File: config.mk
export PLATFORM = sky130hd
export DESIGN_NAME = remappable_pin_select_deadtime_outputs
export DESIGN_NICKNAME = d
export VERILOG_FILES = /design/src/input_source_mux.v /design/src/remappable_pin_select_deadtime_outputs.v
export VERILOG_INCLUDE_DIRS = /design/src
export SDC_FILE = /design/constraint.sdc
export NUM_CORES = 1
export LEC_CHECK = 0
export BUFFER_PORTS_ARGS = -buffer_cell sky130_fd_sc_hd__buf_4
export CELL_PAD_IN_SITES_DETAIL_PLACEMENT = 0
export CELL_PAD_IN_SITES_GLOBAL_PLACEMENT = 1
export CORE_MARGIN = 2
export CORE_UTILIZATION = 47
export CTS_BUF_LIST = sky130_fd_sc_hd__clkbuf_4 sky130_fd_sc_hd__clkbuf_8 sky130_fd_sc_hd__clkbuf_16
export DETAILED_ROUTE_END_ITERATION = 10
export MAX_ROUTING_LAYER = met4
export PLACE_DENSITY_LB_ADDON = 0.25
export SYNTH_ARGS = -nofsm -noshare
export SYNTH_HDL_FRONTEND = slang
export SYNTH_HIERARCHICAL = 1
export SYNTH_SLANG_ARGS = --single-unit
export TNS_END_PERCENT = 5
File: constraint.sdc
create_clock -name clock_in -period 3.15 [get_ports clock_in]
set_clock_uncertainty 0.2 [all_clocks]
set_input_delay 0.4725 -clock clock_in [delete_from_list [all_inputs] [get_ports clock_in]]
set_output_delay 0.4725 -clock clock_in [all_outputs]
set_load 0.02 [all_outputs]
File: src/pin_select_map.vh
`ifndef PIN_SELECT_MAP_VH
`define PIN_SELECT_MAP_VH
// Register word offsets on the plain register port
`define ADDR_DTC_IN3_IN2 4'h0
`define ADDR_DTC_IN5_IN4 4'h1
`define ADDR_DTC_IN6 4'h2
`define ADDR_OUT_35_20 4'h3
`define ADDR_OUT_37_36 4'h4
`define ADDR_OUT_39_38 4'h5
`define ADDR_OUT_41_40 4'h6
`define ADDR_OUT_43_42 4'h7
// Field positions
`define IN_HI_LSB 8
`define IN_LO_LSB 0
`define OUT_HI_LSB 8
`define OUT_LO_LSB 0
// Reset value of every select field
`define SEL_RESET 16'h0000
// Input source codes
`define IN_SRC_GROUND 7'h00
`define IN_SRC_COMP1 7'h01
`define IN_SRC_MAX 7'h7c
// Output function code meaning port control
`define OUT_FUNC_PORT 6'h00
`endif

File: src/input_source_mux.v
`timescale 1ns/1ps
`default_nettype none
`include "pin_select_map.vh"
// Routes one of the remappable pins, comparator 1 or ground to one peripheral input
module input_source_mux #(
    parameter PIN_COUNT = 125
) (
    // Clock and reset
    input wire clock_in,
    input wire rst_b_in,
    // Selection and sources
    input wire [6:0] sel_in,
    input wire comparator_one_output_in,
    input wire [PIN_COUNT-1:0] remappable_pin_in,
    // Routed input, registered
    output reg routed_out
);
    reg routed_nxt;

    // Code 0 is ground, code 1 the comparator, codes 2 to 124 the matching pin
    always @* begin
        routed_nxt = 1'b0;
        if (sel_in == `IN_SRC_GROUND) begin
            routed_nxt = 1'b0;
        end else if (sel_in == `IN_SRC_COMP1) begin
            routed_nxt = comparator_one_output_in;
        end else if (sel_in <= `IN_SRC_MAX) begin
            routed_nxt = remappable_pin_in[sel_in];
        end
    end

    // Codes above the last pin read as ground rather than an undefined pin
    always @(posedge clock_in or negedge rst_b_in) begin
        if (!rst_b_in) begin
            routed_out <= 1'b0;
        end else begin
            routed_out <= routed_nxt;
        end
    end
endmodule // input_source_mux
`default_nettype wire

File: src/remappable_pin_select_deadtime_outputs.v
// What this block does
// - Bits 14-8 of first input register select dead-time compensation input 3.
// - Bits 6-0 of first input register select dead-time compensation input 2.
// - Second input register: input 5 in bits 14-8, input 4 in bits 6-0.
// - Third input register holds only input 6 select; bits 15-7 read zero.
// - Input select code zero drives the peripheral input low.
// - Input select code one routes comparator 1 output.
// - Codes up to 124 route the matching remappable input pin.
// - Output registers read bits 15-14 and 7-6 as zero.
// - Six-bit function fields: pin 35 bits 13-8, pin 20 bits 5-0.
// - Pins 37/36, 39/38, 41/40, 43/42 use the same two-field layout.
// - All select bits are read/write and clear to zero at reset.
`timescale 1ns/1ps
`default_nettype none
`include "pin_select_map.vh"
module remappable_pin_select_deadtime_outputs #(
    parameter PIN_COUNT = 125,
    parameter FUNC_COUNT = 64
) (
    // Clock and reset
    input wire clock_in,
    input wire rst_b_in,
    // Register port
    input wire [3:0] reg_addr_in,
    input wire [15:0] reg_wdata_in,
    input wire reg_write_in,
    input wire reg_read_in,
    output reg [15:0] reg_rdata_out,
    // Input sources
    input wire comparator_one_output_in,
    input wire [PIN_COUNT-1:0] remappable_pin_in,
    // Dead-time compensation inputs 2 to 6, bit 0 is input 2
    output wire [4:0] deadtime_comp_out,
    // Peripheral outputs and ordinary port drive
    input wire [FUNC_COUNT-1:0] periph_func_in,
    input wire [9:0] port_data_in,
    // Pins 20, 35..43 in that order, bit 0 is pin 20
    output reg [9:0] remappable_pin_out,
    output reg [9:0] pin_func_active_out
);
    // Select fields
    reg [6:0] deadtime_comp2_source_sel;
    reg [6:0] deadtime_comp3_source_sel;
    reg [6:0] deadtime_comp4_source_sel;
    reg [6:0] deadtime_comp5_source_sel;
    reg [6:0] deadtime_comp6_source_sel;
    // Kept as an array so the routing below can loop over the pins
    reg [5:0] out_func_sel_r [0:9];
    reg [15:0] rdata_nxt;
    reg [9:0] pin_nxt;
    reg [9:0] active_nxt;
    integer i;
    integer j;

    // Ten output slots: slot 0 is pin 20, slots 1 to 9 are pins 35 to 43
    localparam OUT_PINS = 10;
    localparam IN_FIELD_W = 7;
    localparam OUT_FIELD_W = 6;

    // Pick a function output; zero means the port owns the pin
    // Six-bit codes 1 to 63 reach default function outputs 1 to 63; output 0 is never routed
    function func_value;
        input [5:0] code;
        input [FUNC_COUNT-1:0] funcs;
        begin
            func_value = funcs[code];
        end
    endfunction

    // Pack two fields in the shared output layout, spare bits zero
    function [15:0] pack_out;
        input [5:0] hi;
        input [5:0] lo;
        begin
            pack_out = {2'b00, hi, 2'b00, lo};
        end
    endfunction

    // Same idea for the input registers: bit 15 and bit 7 are spare
    function [15:0] pack_in;
        input [6:0] hi;
        input [6:0] lo;
        begin
            pack_in = {1'b0, hi, 1'b0, lo};
        end
    endfunction

    // Field pickers keep every register on one decode of the bit positions
    function [6:0] in_hi_field;
        input [15:0] word;
        begin
            in_hi_field = word[`IN_HI_LSB +: IN_FIELD_W];
        end
    endfunction

    function [6:0] in_lo_field;
        input [15:0] word;
        begin
            in_lo_field = word[`IN_LO_LSB +: IN_FIELD_W];
        end
    endfunction

    function [5:0] out_hi_field;
        input [15:0] word;
        begin
            out_hi_field = word[`OUT_HI_LSB +: OUT_FIELD_W];
        end
    endfunction

    function [5:0] out_lo_field;
        input [15:0] word;
        begin
            out_lo_field = word[`OUT_LO_LSB +: OUT_FIELD_W];
        end
    endfunction

    // Input source selects; clearing at reset starts every input grounded
    always @(posedge clock_in or negedge rst_b_in) begin
        if (!rst_b_in) begin
            deadtime_comp2_source_sel <= 7'h00;
            deadtime_comp3_source_sel <= 7'h00;
            deadtime_comp4_source_sel <= 7'h00;
            deadtime_comp5_source_sel <= 7'h00;
            deadtime_comp6_source_sel <= 7'h00;
        end else if (reg_write_in) begin
            // Codes 125 to 127 are stored as written; the mux treats them as ground
            case (reg_addr_in)
                `ADDR_DTC_IN3_IN2: begin
                    deadtime_comp3_source_sel <= in_hi_field(reg_wdata_in);
                    deadtime_comp2_source_sel <= in_lo_field(reg_wdata_in);
                end
                `ADDR_DTC_IN5_IN4: begin
                    deadtime_comp5_source_sel <= in_hi_field(reg_wdata_in);
                    deadtime_comp4_source_sel <= in_lo_field(reg_wdata_in);
                end
                // Upper byte of this register has no field, so it is dropped
                `ADDR_DTC_IN6: begin
                    deadtime_comp6_source_sel <= in_lo_field(reg_wdata_in);
                end
                default: begin
                end
            endcase
        end
    end

    // Output function selects; zero at reset hands every pin to its port
    always @(posedge clock_in or negedge rst_b_in) begin
        if (!rst_b_in) begin
            for (i = 0; i < OUT_PINS; i = i + 1) begin
                out_func_sel_r[i] <= 6'h00;
            end
        end else if (reg_write_in) begin
            // Bits 15-14 and 7-6 of the written word are simply not stored
            case (reg_addr_in)
                `ADDR_OUT_35_20: begin
                    out_func_sel_r[1] <= out_hi_field(reg_wdata_in);
                    out_func_sel_r[0] <= out_lo_field(reg_wdata_in);
                end
                `ADDR_OUT_37_36: begin
                    out_func_sel_r[3] <= out_hi_field(reg_wdata_in);
                    out_func_sel_r[2] <= out_lo_field(reg_wdata_in);
                end
                `ADDR_OUT_39_38: begin
                    out_func_sel_r[5] <= out_hi_field(reg_wdata_in);
                    out_func_sel_r[4] <= out_lo_field(reg_wdata_in);
                end
                `ADDR_OUT_41_40: begin
                    out_func_sel_r[7] <= out_hi_field(reg_wdata_in);
                    out_func_sel_r[6] <= out_lo_field(reg_wdata_in);
                end
                `ADDR_OUT_43_42: begin
                    out_func_sel_r[9] <= out_hi_field(reg_wdata_in);
                    out_func_sel_r[8] <= out_lo_field(reg_wdata_in);
                end
                // Writes to unmapped addresses fall through and change nothing
                default: begin
                end
            endcase
        end
    end

    // Read mux; unmapped addresses read zero
    always @* begin
        // Default first so no path leaves the word unassigned
        rdata_nxt = 16'h0000;
        // Spare bits come back as zero because the pack functions fill them
        case (reg_addr_in)
            `ADDR_DTC_IN3_IN2: rdata_nxt = pack_in(deadtime_comp3_source_sel,
                                                   deadtime_comp2_source_sel);
            `ADDR_DTC_IN5_IN4: rdata_nxt = pack_in(deadtime_comp5_source_sel,
                                                   deadtime_comp4_source_sel);
            `ADDR_DTC_IN6: rdata_nxt = pack_in(7'h00, deadtime_comp6_source_sel);
            `ADDR_OUT_35_20: rdata_nxt = pack_out(out_func_sel_r[1], out_func_sel_r[0]);
            `ADDR_OUT_37_36: rdata_nxt = pack_out(out_func_sel_r[3], out_func_sel_r[2]);
            `ADDR_OUT_39_38: rdata_nxt = pack_out(out_func_sel_r[5], out_func_sel_r[4]);
            `ADDR_OUT_41_40: rdata_nxt = pack_out(out_func_sel_r[7], out_func_sel_r[6]);
            `ADDR_OUT_43_42: rdata_nxt = pack_out(out_func_sel_r[9], out_func_sel_r[8]);
            default: rdata_nxt = 16'h0000;
        endcase
    end

    // Read data stands only in the cycle after the strobe
    always @(posedge clock_in or negedge rst_b_in) begin
        if (!rst_b_in) begin
            reg_rdata_out <= 16'h0000;
        end else if (reg_read_in) begin
            reg_rdata_out <= rdata_nxt;
        end else begin
            // Back to zero, so the word is valid only in the cycle after the strobe
            reg_rdata_out <= 16'h0000;
        end
    end

    // Output routing per pin
    always @* begin
        // Defaults first so every slot is assigned on every path
        pin_nxt = 10'h000;
        active_nxt = 10'h000;
        for (j = 0; j < OUT_PINS; j = j + 1) begin
            if (out_func_sel_r[j] == `OUT_FUNC_PORT) begin
                pin_nxt[j] = port_data_in[j];
            end else begin
                // A nonzero code owns the pin even while that function sits idle
                pin_nxt[j] = func_value(out_func_sel_r[j], periph_func_in);
                active_nxt[j] = 1'b1;
            end
        end
    end

    // Registered pins cost one cycle of latency but keep outputs glitch free
    always @(posedge clock_in or negedge rst_b_in) begin
        if (!rst_b_in) begin
            remappable_pin_out <= 10'h000;
            pin_func_active_out <= 10'h000;
        end else begin
            // Level and flag share one stage, so they never disagree for a cycle
            remappable_pin_out <= pin_nxt;
            pin_func_active_out <= active_nxt;
        end
    end

    // One routing mux per compensation input
    // Each mux registers its result, so a select change shows one cycle later
    // Input 2 lands on bit 0
    input_source_mux #(
        .PIN_COUNT(PIN_COUNT)
    ) u_mux2 (
        .clock_in(clock_in),
        .rst_b_in(rst_b_in),
        .sel_in(deadtime_comp2_source_sel),
        .comparator_one_output_in(comparator_one_output_in),
        .remappable_pin_in(remappable_pin_in),
        .routed_out(deadtime_comp_out[0])
    );

    // Input 3 lands on bit 1
    input_source_mux #(
        .PIN_COUNT(PIN_COUNT)
    ) u_mux3 (
        .clock_in(clock_in),
        .rst_b_in(rst_b_in),
        .sel_in(deadtime_comp3_source_sel),
        .comparator_one_output_in(comparator_one_output_in),
        .remappable_pin_in(remappable_pin_in),
        .routed_out(deadtime_comp_out[1])
    );

    // Input 4 lands on bit 2
    input_source_mux #(
        .PIN_COUNT(PIN_COUNT)
    ) u_mux4 (
        .clock_in(clock_in),
        .rst_b_in(rst_b_in),
        .sel_in(deadtime_comp4_source_sel),
        .comparator_one_output_in(comparator_one_output_in),
        .remappable_pin_in(remappable_pin_in),
        .routed_out(deadtime_comp_out[2])
    );

    // Input 5 lands on bit 3
    input_source_mux #(
        .PIN_COUNT(PIN_COUNT)
    ) u_mux5 (
        .clock_in(clock_in),
        .rst_b_in(rst_b_in),
        .sel_in(deadtime_comp5_source_sel),
        .comparator_one_output_in(comparator_one_output_in),
        .remappable_pin_in(remappable_pin_in),
        .routed_out(deadtime_comp_out[3])
    );

    // Input 6 lands on bit 4
    input_source_mux #(
        .PIN_COUNT(PIN_COUNT)
    ) u_mux6 (
        .clock_in(clock_in),
        .rst_b_in(rst_b_in),
        .sel_in(deadtime_comp6_source_sel),
        .comparator_one_output_in(comparator_one_output_in),
        .remappable_pin_in(remappable_pin_in),
        .routed_out(deadtime_comp_out[4])
    );
endmodule // remappable_pin_select_deadtime_outputs
`default_nettype wire

Word level (Yosys, flattened, before mapping)
Index checks and enable logic that the tools add are counted.
{ "op_classes": {"n_addsub": 0, "multipliers": 0, "div_mod_pow": 0, "n_lt_le_gt_ge": 20, "n_eq_ne": 12, "shift": 0, "mux": 67, "n_bitwise": 0, "reduce_logical": 24} }
{ "op_table": {"columns": ["op", "n"], "rows": [
  ["$pmux 15 s8", 1],
  ["$lt 6x7->1 const B", 10],
  ["$bmux 1 s6", 10],
  ["$logic_not 6->1", 10],
  ["$mux 1", 50],
  ["$lt 7x8->1 const B", 5],
  ["$bmux 1 s7", 5],
  ["$eq 7x1->1 const B", 5],
  ["$le 7x7->1 const B", 5],
  ["$logic_not 7->1", 5],
  ["$eq 4x3->1 const B", 4],
  ["$mux 16", 1],
  ["$reduce_and 2->1", 8],
  ["$eq 4x2->1 const B", 2],
  ["$eq 4x1->1 const B", 1],
  ["$logic_not 4->1", 1]
]} }
{ "word_totals": {"ff_bits": 136, "latch_bits": 0, "mem_bits_rw": 0, "mem_bits_ro": 0, "inputBits": 224, "out_inout_bits": 41, "word_cells": 146, "n_memories": 0} }

Depth between registers and ports, before layout
{ "depth": {"word_depth": 5, "ltp_mapped": 9, "mapped_depth_nobuf": 6} }

Hierarchy
Netlist, hierarchy kept.
{ "modules_own_cells": {"columns": ["mod", "instances", "cells_per_inst", "area_per_inst_um2", "seq_area_each_um2"], "rows": [
  ["remappable_pin_select_deadtime_outputs", 1, 838, 10618.9, 3228.1],
  ["input_source_mux", 5, 106, 1181.1, 25.0]
]} }

Least setup slack after synthesis
No wires, ideal clock.
{ "synth_path": {"path_kind": "flip-flop to flip-flop", "startpoint": "register deadtime_comp4_source_sel[1]", "endpoint": "register u_mux4.routed_out", "t_arrival_ns": 2.034, "required_time_ns": 2.830, "setup_slack_ns": 0.796, "stages_incl_launch_ff": 8, "synth_period_minus_slack_ns": 2.354, "path_cell_list": "dfrtp_1 > buf_6 > mux4_2 > mux4_2 > nor2_1 > a21oi_1 > a211o_1 > and3_1"} }
{ "synth_between": {"elab_chain_cells": 5} }
{ "synth_rtl": {"columns": ["element", "line_no", "text"], "rows": [
  ["start, declared", "remappable_pin_select_deadtime_outputs.v:44", "reg [6:0] deadtime_comp4_source_sel;"],
  ["start signal, assigned", "remappable_pin_select_deadtime_outputs.v:134", "deadtime_comp4_source_sel <= in_lo_field(reg_wdata_in);"],
  ["$bmux 1 s7", "input_source_mux.v:28", "routed_nxt = remappable_pin_in[sel_in];"],
  ["$mux 1 (implied by the code)", "input_source_mux.v:28", null],
  ["$mux 1", "input_source_mux.v:27", "end else if (sel_in <= `IN_SRC_MAX) begin"],
  ["$mux 1", "input_source_mux.v:25", "end else if (sel_in == `IN_SRC_COMP1) begin"],
  ["$mux 1 *", "input_source_mux.v:23", "if (sel_in == `IN_SRC_GROUND) begin"],
  ["via u_mux4.routed_nxt", "input_source_mux.v:18", "reg routed_nxt;"],
  ["end signal, assigned", "input_source_mux.v:37", "routed_out <= routed_nxt;"],
  ["end, declared", "input_source_mux.v:16", "output reg routed_out"]
]} }
Mark *: on every way through the listed nets, which the timed path passes. The rest lies on a longest branch. The select of a mux whose other input is x is not followed.
A chain may end at the register's enable or synchronous reset.

Worst setup path after layout
{ "layout_path": {"startpoint": "register deadtime_comp3_source_sel[0]", "endpoint": "register u_mux3.routed_out"} }
{ "layout_between": {"elab_chain_cells": 5} }
{ "layout_rtl": {"columns": ["element", "line_no", "text"], "rows": [
  ["start, declared", "remappable_pin_select_deadtime_outputs.v:43", "reg [6:0] deadtime_comp3_source_sel;"],
  ["start signal, assigned", "remappable_pin_select_deadtime_outputs.v:129", "deadtime_comp3_source_sel <= in_hi_field(reg_wdata_in);"],
  ["$bmux 1 s7", "input_source_mux.v:28", null],
  ["$mux 1 (implied by the code)", "input_source_mux.v:28", null],
  ["$mux 1", "input_source_mux.v:27", null],
  ["$mux 1", "input_source_mux.v:25", null],
  ["$mux 1 *", "input_source_mux.v:23", null],
  ["via u_mux3.routed_nxt", "input_source_mux.v:18", null],
  ["end signal, assigned", "input_source_mux.v:37", null],
  ["end, declared", "input_source_mux.v:16", null]
]} }
Marked as above.

==> flow_results.xml <==
<?xml version="1.0" encoding="UTF-8"?>
<metrics>
  <group name="run_status">
    <metric name="status" unit="">finished clean</metric>
  </group>
  <group name="synth">
    <metric name="synth_most_common_cell" unit="">mux4_2</metric>
    <metric name="synth.lib_cells_used.distinct" unit="">57</metric>
    <metric name="synth-async-reset-ratio" unit="%">100</metric>
    <metric name="synthDominantAreaCellType" unit="">mux4_2</metric>
    <metric name="syn_inst" unit="">1368</metric>
    <metric name="ys_seq_elements" unit="">134</metric>
    <metric name="yosysSeqAreaShare" unit="%">20.3</metric>
    <metric name="synthesis.area" unit="mm^2">0.0165</metric>
    <metric name="synth_warnings" unit="">6</metric>
    <metric name="synth_flop_cell" unit="">dfrtp_1</metric>
    <metric name="synth_largest_type_area_fraction" unit="%">37.2</metric>
    <metric name="ys_top_cells_by_area" unit="">mux4_2 37%, dfrtp_1 20%, mux2i_1 8.0%, mux2_2 7.4%, a22oi_1 3.1%</metric>
    <metric name="count_of_flip_flops_with_a_built_in_enable_after_synthesis" unit="">0</metric>
    <metric name="synth.top_cells.by_count" unit="">273 x mux4_2, 134 x dfrtp_1, 132 x mux2i_1</metric>
    <metric name="synthesis.area_per_instance" unit="um^2">12.1</metric>
  </group>
  <group name="route">
    <metric name="wl_per_cell" unit="um">33.6</metric>
    <metric name="firstDrtPassIters" unit="">6</metric>
    <metric name="postRouteAntennaNets" unit="">0</metric>
    <metric name="remaining_drcs" unit="">0</metric>
    <metric name="route.vias.total" unit="">15300</metric>
    <metric name="viasPerCell" unit="">7.54</metric>
    <metric name="wl" unit="mm">67.9</metric>
    <metric name="dr.first_iter.drc_count" unit="">2182</metric>
  </group>
  <group name="setup_path">
    <metric name="timing.critical_path.to_type" unit="">flip-flop</metric>
    <metric name="timing.critical_path.from_type" unit="">flip-flop</metric>
    <metric name="regToRegStartpoint" unit="">deadtime_comp3_source_sel[0]</metric>
    <metric name="arrival" unit="ps">2930</metric>
    <metric name="timing.critical_path.fanout_max" unit="">12</metric>
    <metric name="worstRegToRegCells" unit="">6</metric>
    <metric name="required_time_of_the_critical_path" unit="ps">3280</metric>
    <metric name="r2r_slack" unit="ps">350</metric>
    <metric name="crit-reg2reg-capture" unit="">u_mux3/routed_out</metric>
    <metric name="worst-setup-path-type" unit="">flip-flop to flip-flop</metric>
  </group>
  <group name="place">
    <metric name="hpwl" unit="mm">50.1</metric>
    <metric name="preCtsSetupSlack" unit="ps">385</metric>
    <metric name="globalplace.congestion" unit="">1.02</metric>
    <metric name="number_of_buffers_inserted_by_port_buffering" unit="">260</metric>
    <metric name="postPlaceCellArea" unit="mm^2">0.0188</metric>
  </group>
  <group name="floorplan">
    <metric name="floorplan.die_area" unit="mm^2">0.0367</metric>
    <metric name="num_io_pins" unit="">265</metric>
    <metric name="floorplan.initialDensity" unit="%">47.8</metric>
    <metric name="fp.dieH" unit="um">192</metric>
    <metric name="die_x" unit="um">192</metric>
    <metric name="standard_cell_rows" unit="">68</metric>
    <metric name="fp.coreArea" unit="mm^2">0.0345</metric>
  </group>
  <group name="global_routing">
    <metric name="grt_overflow_total" unit="">0</metric>
    <metric name="wire_length_of_the_first_global_routing_pass" unit="mm">100</metric>
    <metric name="grt_max_degree" unit="">66</metric>
    <metric name="track_usage" unit="%">38.8</metric>
    <metric name="number_of_global_route_vias_before_repair" unit="">15100</metric>
    <metric name="grt_antenna_before_repair" unit="">1</metric>
  </group>
  <group name="worst_hold_path">
    <metric name="hp-start" unit="">port_data_in[3]</metric>
    <metric name="hold_path_depth" unit="">3</metric>
    <metric name="whs_endpoint" unit="">remappable_pin_out[3]</metric>
    <metric name="hold_class" unit="">input port to flip-flop</metric>
  </group>
  <group name="clock_network">
    <metric name="cts_resized" unit="">0</metric>
    <metric name="tritoncts" unit="">done</metric>
    <metric name="clock-sinks" unit="">134</metric>
    <metric name="clockRootBuffer" unit="">clkbuf_16</metric>
    <metric name="worst_skew_pair.late_latency" unit="ps">440</metric>
    <metric name="cts_made_buffers" unit="">17</metric>
    <metric name="clockBufferDepth" unit="">2</metric>
    <metric name="clock_transition_at_the_register_clock_pins_on_the_worst_setup_and_hold_paths_after_cts" unit="ps">60</metric>
    <metric name="post_cts.repair.setup_buffers" unit="">0</metric>
    <metric name="h-tree-depth" unit="">4</metric>
  </group>
  <group name="power_and_ir_drop">
    <metric name="ir_worst_vdd" unit="mV">0.407</metric>
    <metric name="power.density" unit="mW/mm^2">612</metric>
    <metric name="power_leakage" unit="nW">7.41</metric>
  </group>
  <group name="timing">
    <metric name="slew_headroom" unit="%">33.2</metric>
    <metric name="rsz0062_at_grt" unit="">no</metric>
    <metric name="slew_worst_pin" unit="ps">1000</metric>
    <metric name="finalHoldViolCount" unit="">0</metric>
    <metric name="maxClockFrequency" unit="MHz">357</metric>
    <metric name="fin_setup_tns" unit="ps">0</metric>
    <metric name="final_critical_path_setup_slack" unit="ps">347</metric>
    <metric name="fin_crit_sh" unit="%">89.0</metric>
    <metric name="final_period_minus_worst_setup_slack" unit="ps">2800</metric>
    <metric name="setup_violators_final" unit="">0</metric>
    <metric name="drv_slew" unit="">0</metric>
  </group>
  <group name="layout">
    <metric name="drive_gt1_share" unit="%">46.9</metric>
    <metric name="area_growth" unit="%">17.7</metric>
    <metric name="post-route-util" unit="%">56.3</metric>
    <metric name="final_net_count" unit="">1780</metric>
    <metric name="postLayoutCellArea" unit="mm^2">0.0194</metric>
  </group>
  <group name="flow_run">
    <metric name="cap_violations" unit="">0</metric>
  </group>
</metrics>
==> state kept, by name (all words and copies together) (netlist names), 7 cells and up <==
signal                     flops
deadtime_comp6_source_sel      7
remappable_pin_out            10
reg_rdata_out                 14
deadtime_comp3_source_sel      7
deadtime_comp4_source_sel      7
pin_func_active_out           10
out_func_sel_r                60
deadtime_comp2_source_sel      7
deadtime_comp5_source_sel      7
==> report_power, final <==
part / leakage (nW) / switching [mW] / internal [mW]
Combinational: 5.48 / 2.92 / 3.44
Clock: 0.312 / 0.887 / 1.35
Sequential: 1.62 / 1.20 / 2.11
Total: 7.41 / 5.01 / 6.90
==> worst max-delay path by stage <==
| stage | from | end | slack [ps] | cells after the start |
|---|---|---|---|---|
| floorplan | deadtime_comp4_source_sel[1] | u_mux4/routed_out | 800 | 7 |
| global route | deadtime_comp2_source_sel[0] | u_mux2/routed_out | 260 | 7 |
| global placement | deadtime_comp5_source_sel[0] | u_mux5/routed_out | 410 | 7 |
| finish | deadtime_comp3_source_sel[0] | u_mux3/routed_out | 350 | 6 |
| detailed placement | deadtime_comp3_source_sel[0] | u_mux3/routed_out | 380 | 6 |
| CTS | deadtime_comp3_source_sel[0] | u_mux3/routed_out | 380 | 6 |
==> cell usage in the layout, fill, tap and decap left out, types with 8 or more instances in the layout <==
master / n
a221oi_1: 8
a222oi_1: 8
inv_1: 15
nor2_1: 59
nor2b_1: 29
mux4_1: 18
mux2_2: 108
nand2b_1: 11
nand3_1: 67
a21oi_1: 16
a22oi_1: 69
nor3b_1: 9
dfrtp_1: 129
buf_4: 309
mux4_2: 273
mux2i_1: 132
o21ai_0: 14
and3_1: 10
nand4_1: 26
and2_1: 11
nand2_1: 73
a31oi_1: 27
a2111oi_0: 11
clkbuf_16: 17
nor3_1: 8
nor4_1: 9
==> area by class of cell <==
class / instances / area (um^2)
fill: 2984 / 15100
multi-input combinational: 1074 / 12400
sequential: 134 / 3360
timing repair buffer: 314 / 2400
tap: 455 / 569
clock buffer: 17 / 425
clock inverter: 15 / 214
inverter: 15 / 56.3
antenna: 1 / 2.50
==> cell families (layout without fill, tap and decap cells) <==
| group | Yosys count | in the layout | synth area share, % |
|---|---|---|---|
| flip-flops | 134 | 134 | 20.3 |
| AND/OR/NAND/NOR | 339 | 339 | 10.6 |
| other | 1 | 3 | 0.0227 |
| buffers and inverters | 161 | 361 | 4.63 |
| AO/OA/AOI/OAI | 202 | 202 | 9.04 |
| multiplexers | 531 | 531 | 55.4 |
==> stage by stage <==
step | instances | power (mW) | hold WS (ps)
after detailed placement | 1991 | 9.57 | 326
after floorplan | 1369 | 7.43 | -23.1
after global placement | 1991 | 9.48 | 316
final | 2025 | 11.9 | 65.0
after global routing | 2025 | 12.4 | 65.5
after CTS | 2024 | 11.8 | 55.8
==> routing by layer <==
metal / share of wire, % / global-route usage, % / up-vias / routed length, um
met2: 48 / 61.0 / 1193 / 32300
met3: 11 / 7.09 / 223 / 7250
met1: 36 / 48.5 / 7734 / 24600
li1: - / - / 6127 / -
met5: 0 / - / - / 0
met4: 5.5 / 18.6 / 0 / 3760
==> worst max-delay path, cell delays in order (launching register included) <==
cell and delay [ps]:
dfrtp_1 920, mux4_2 640, nand4b_1 120, nand3_1 120
a311o_1 290, a211o_1 230, and3_1 160
==> timing repair <==
item,4_1_cts,5_1_grt
hold buffers,1,0
endpoints found under the hold margin,63,0
setup endpoints to repair,0,0
Power figures use the tool's default switching activity.
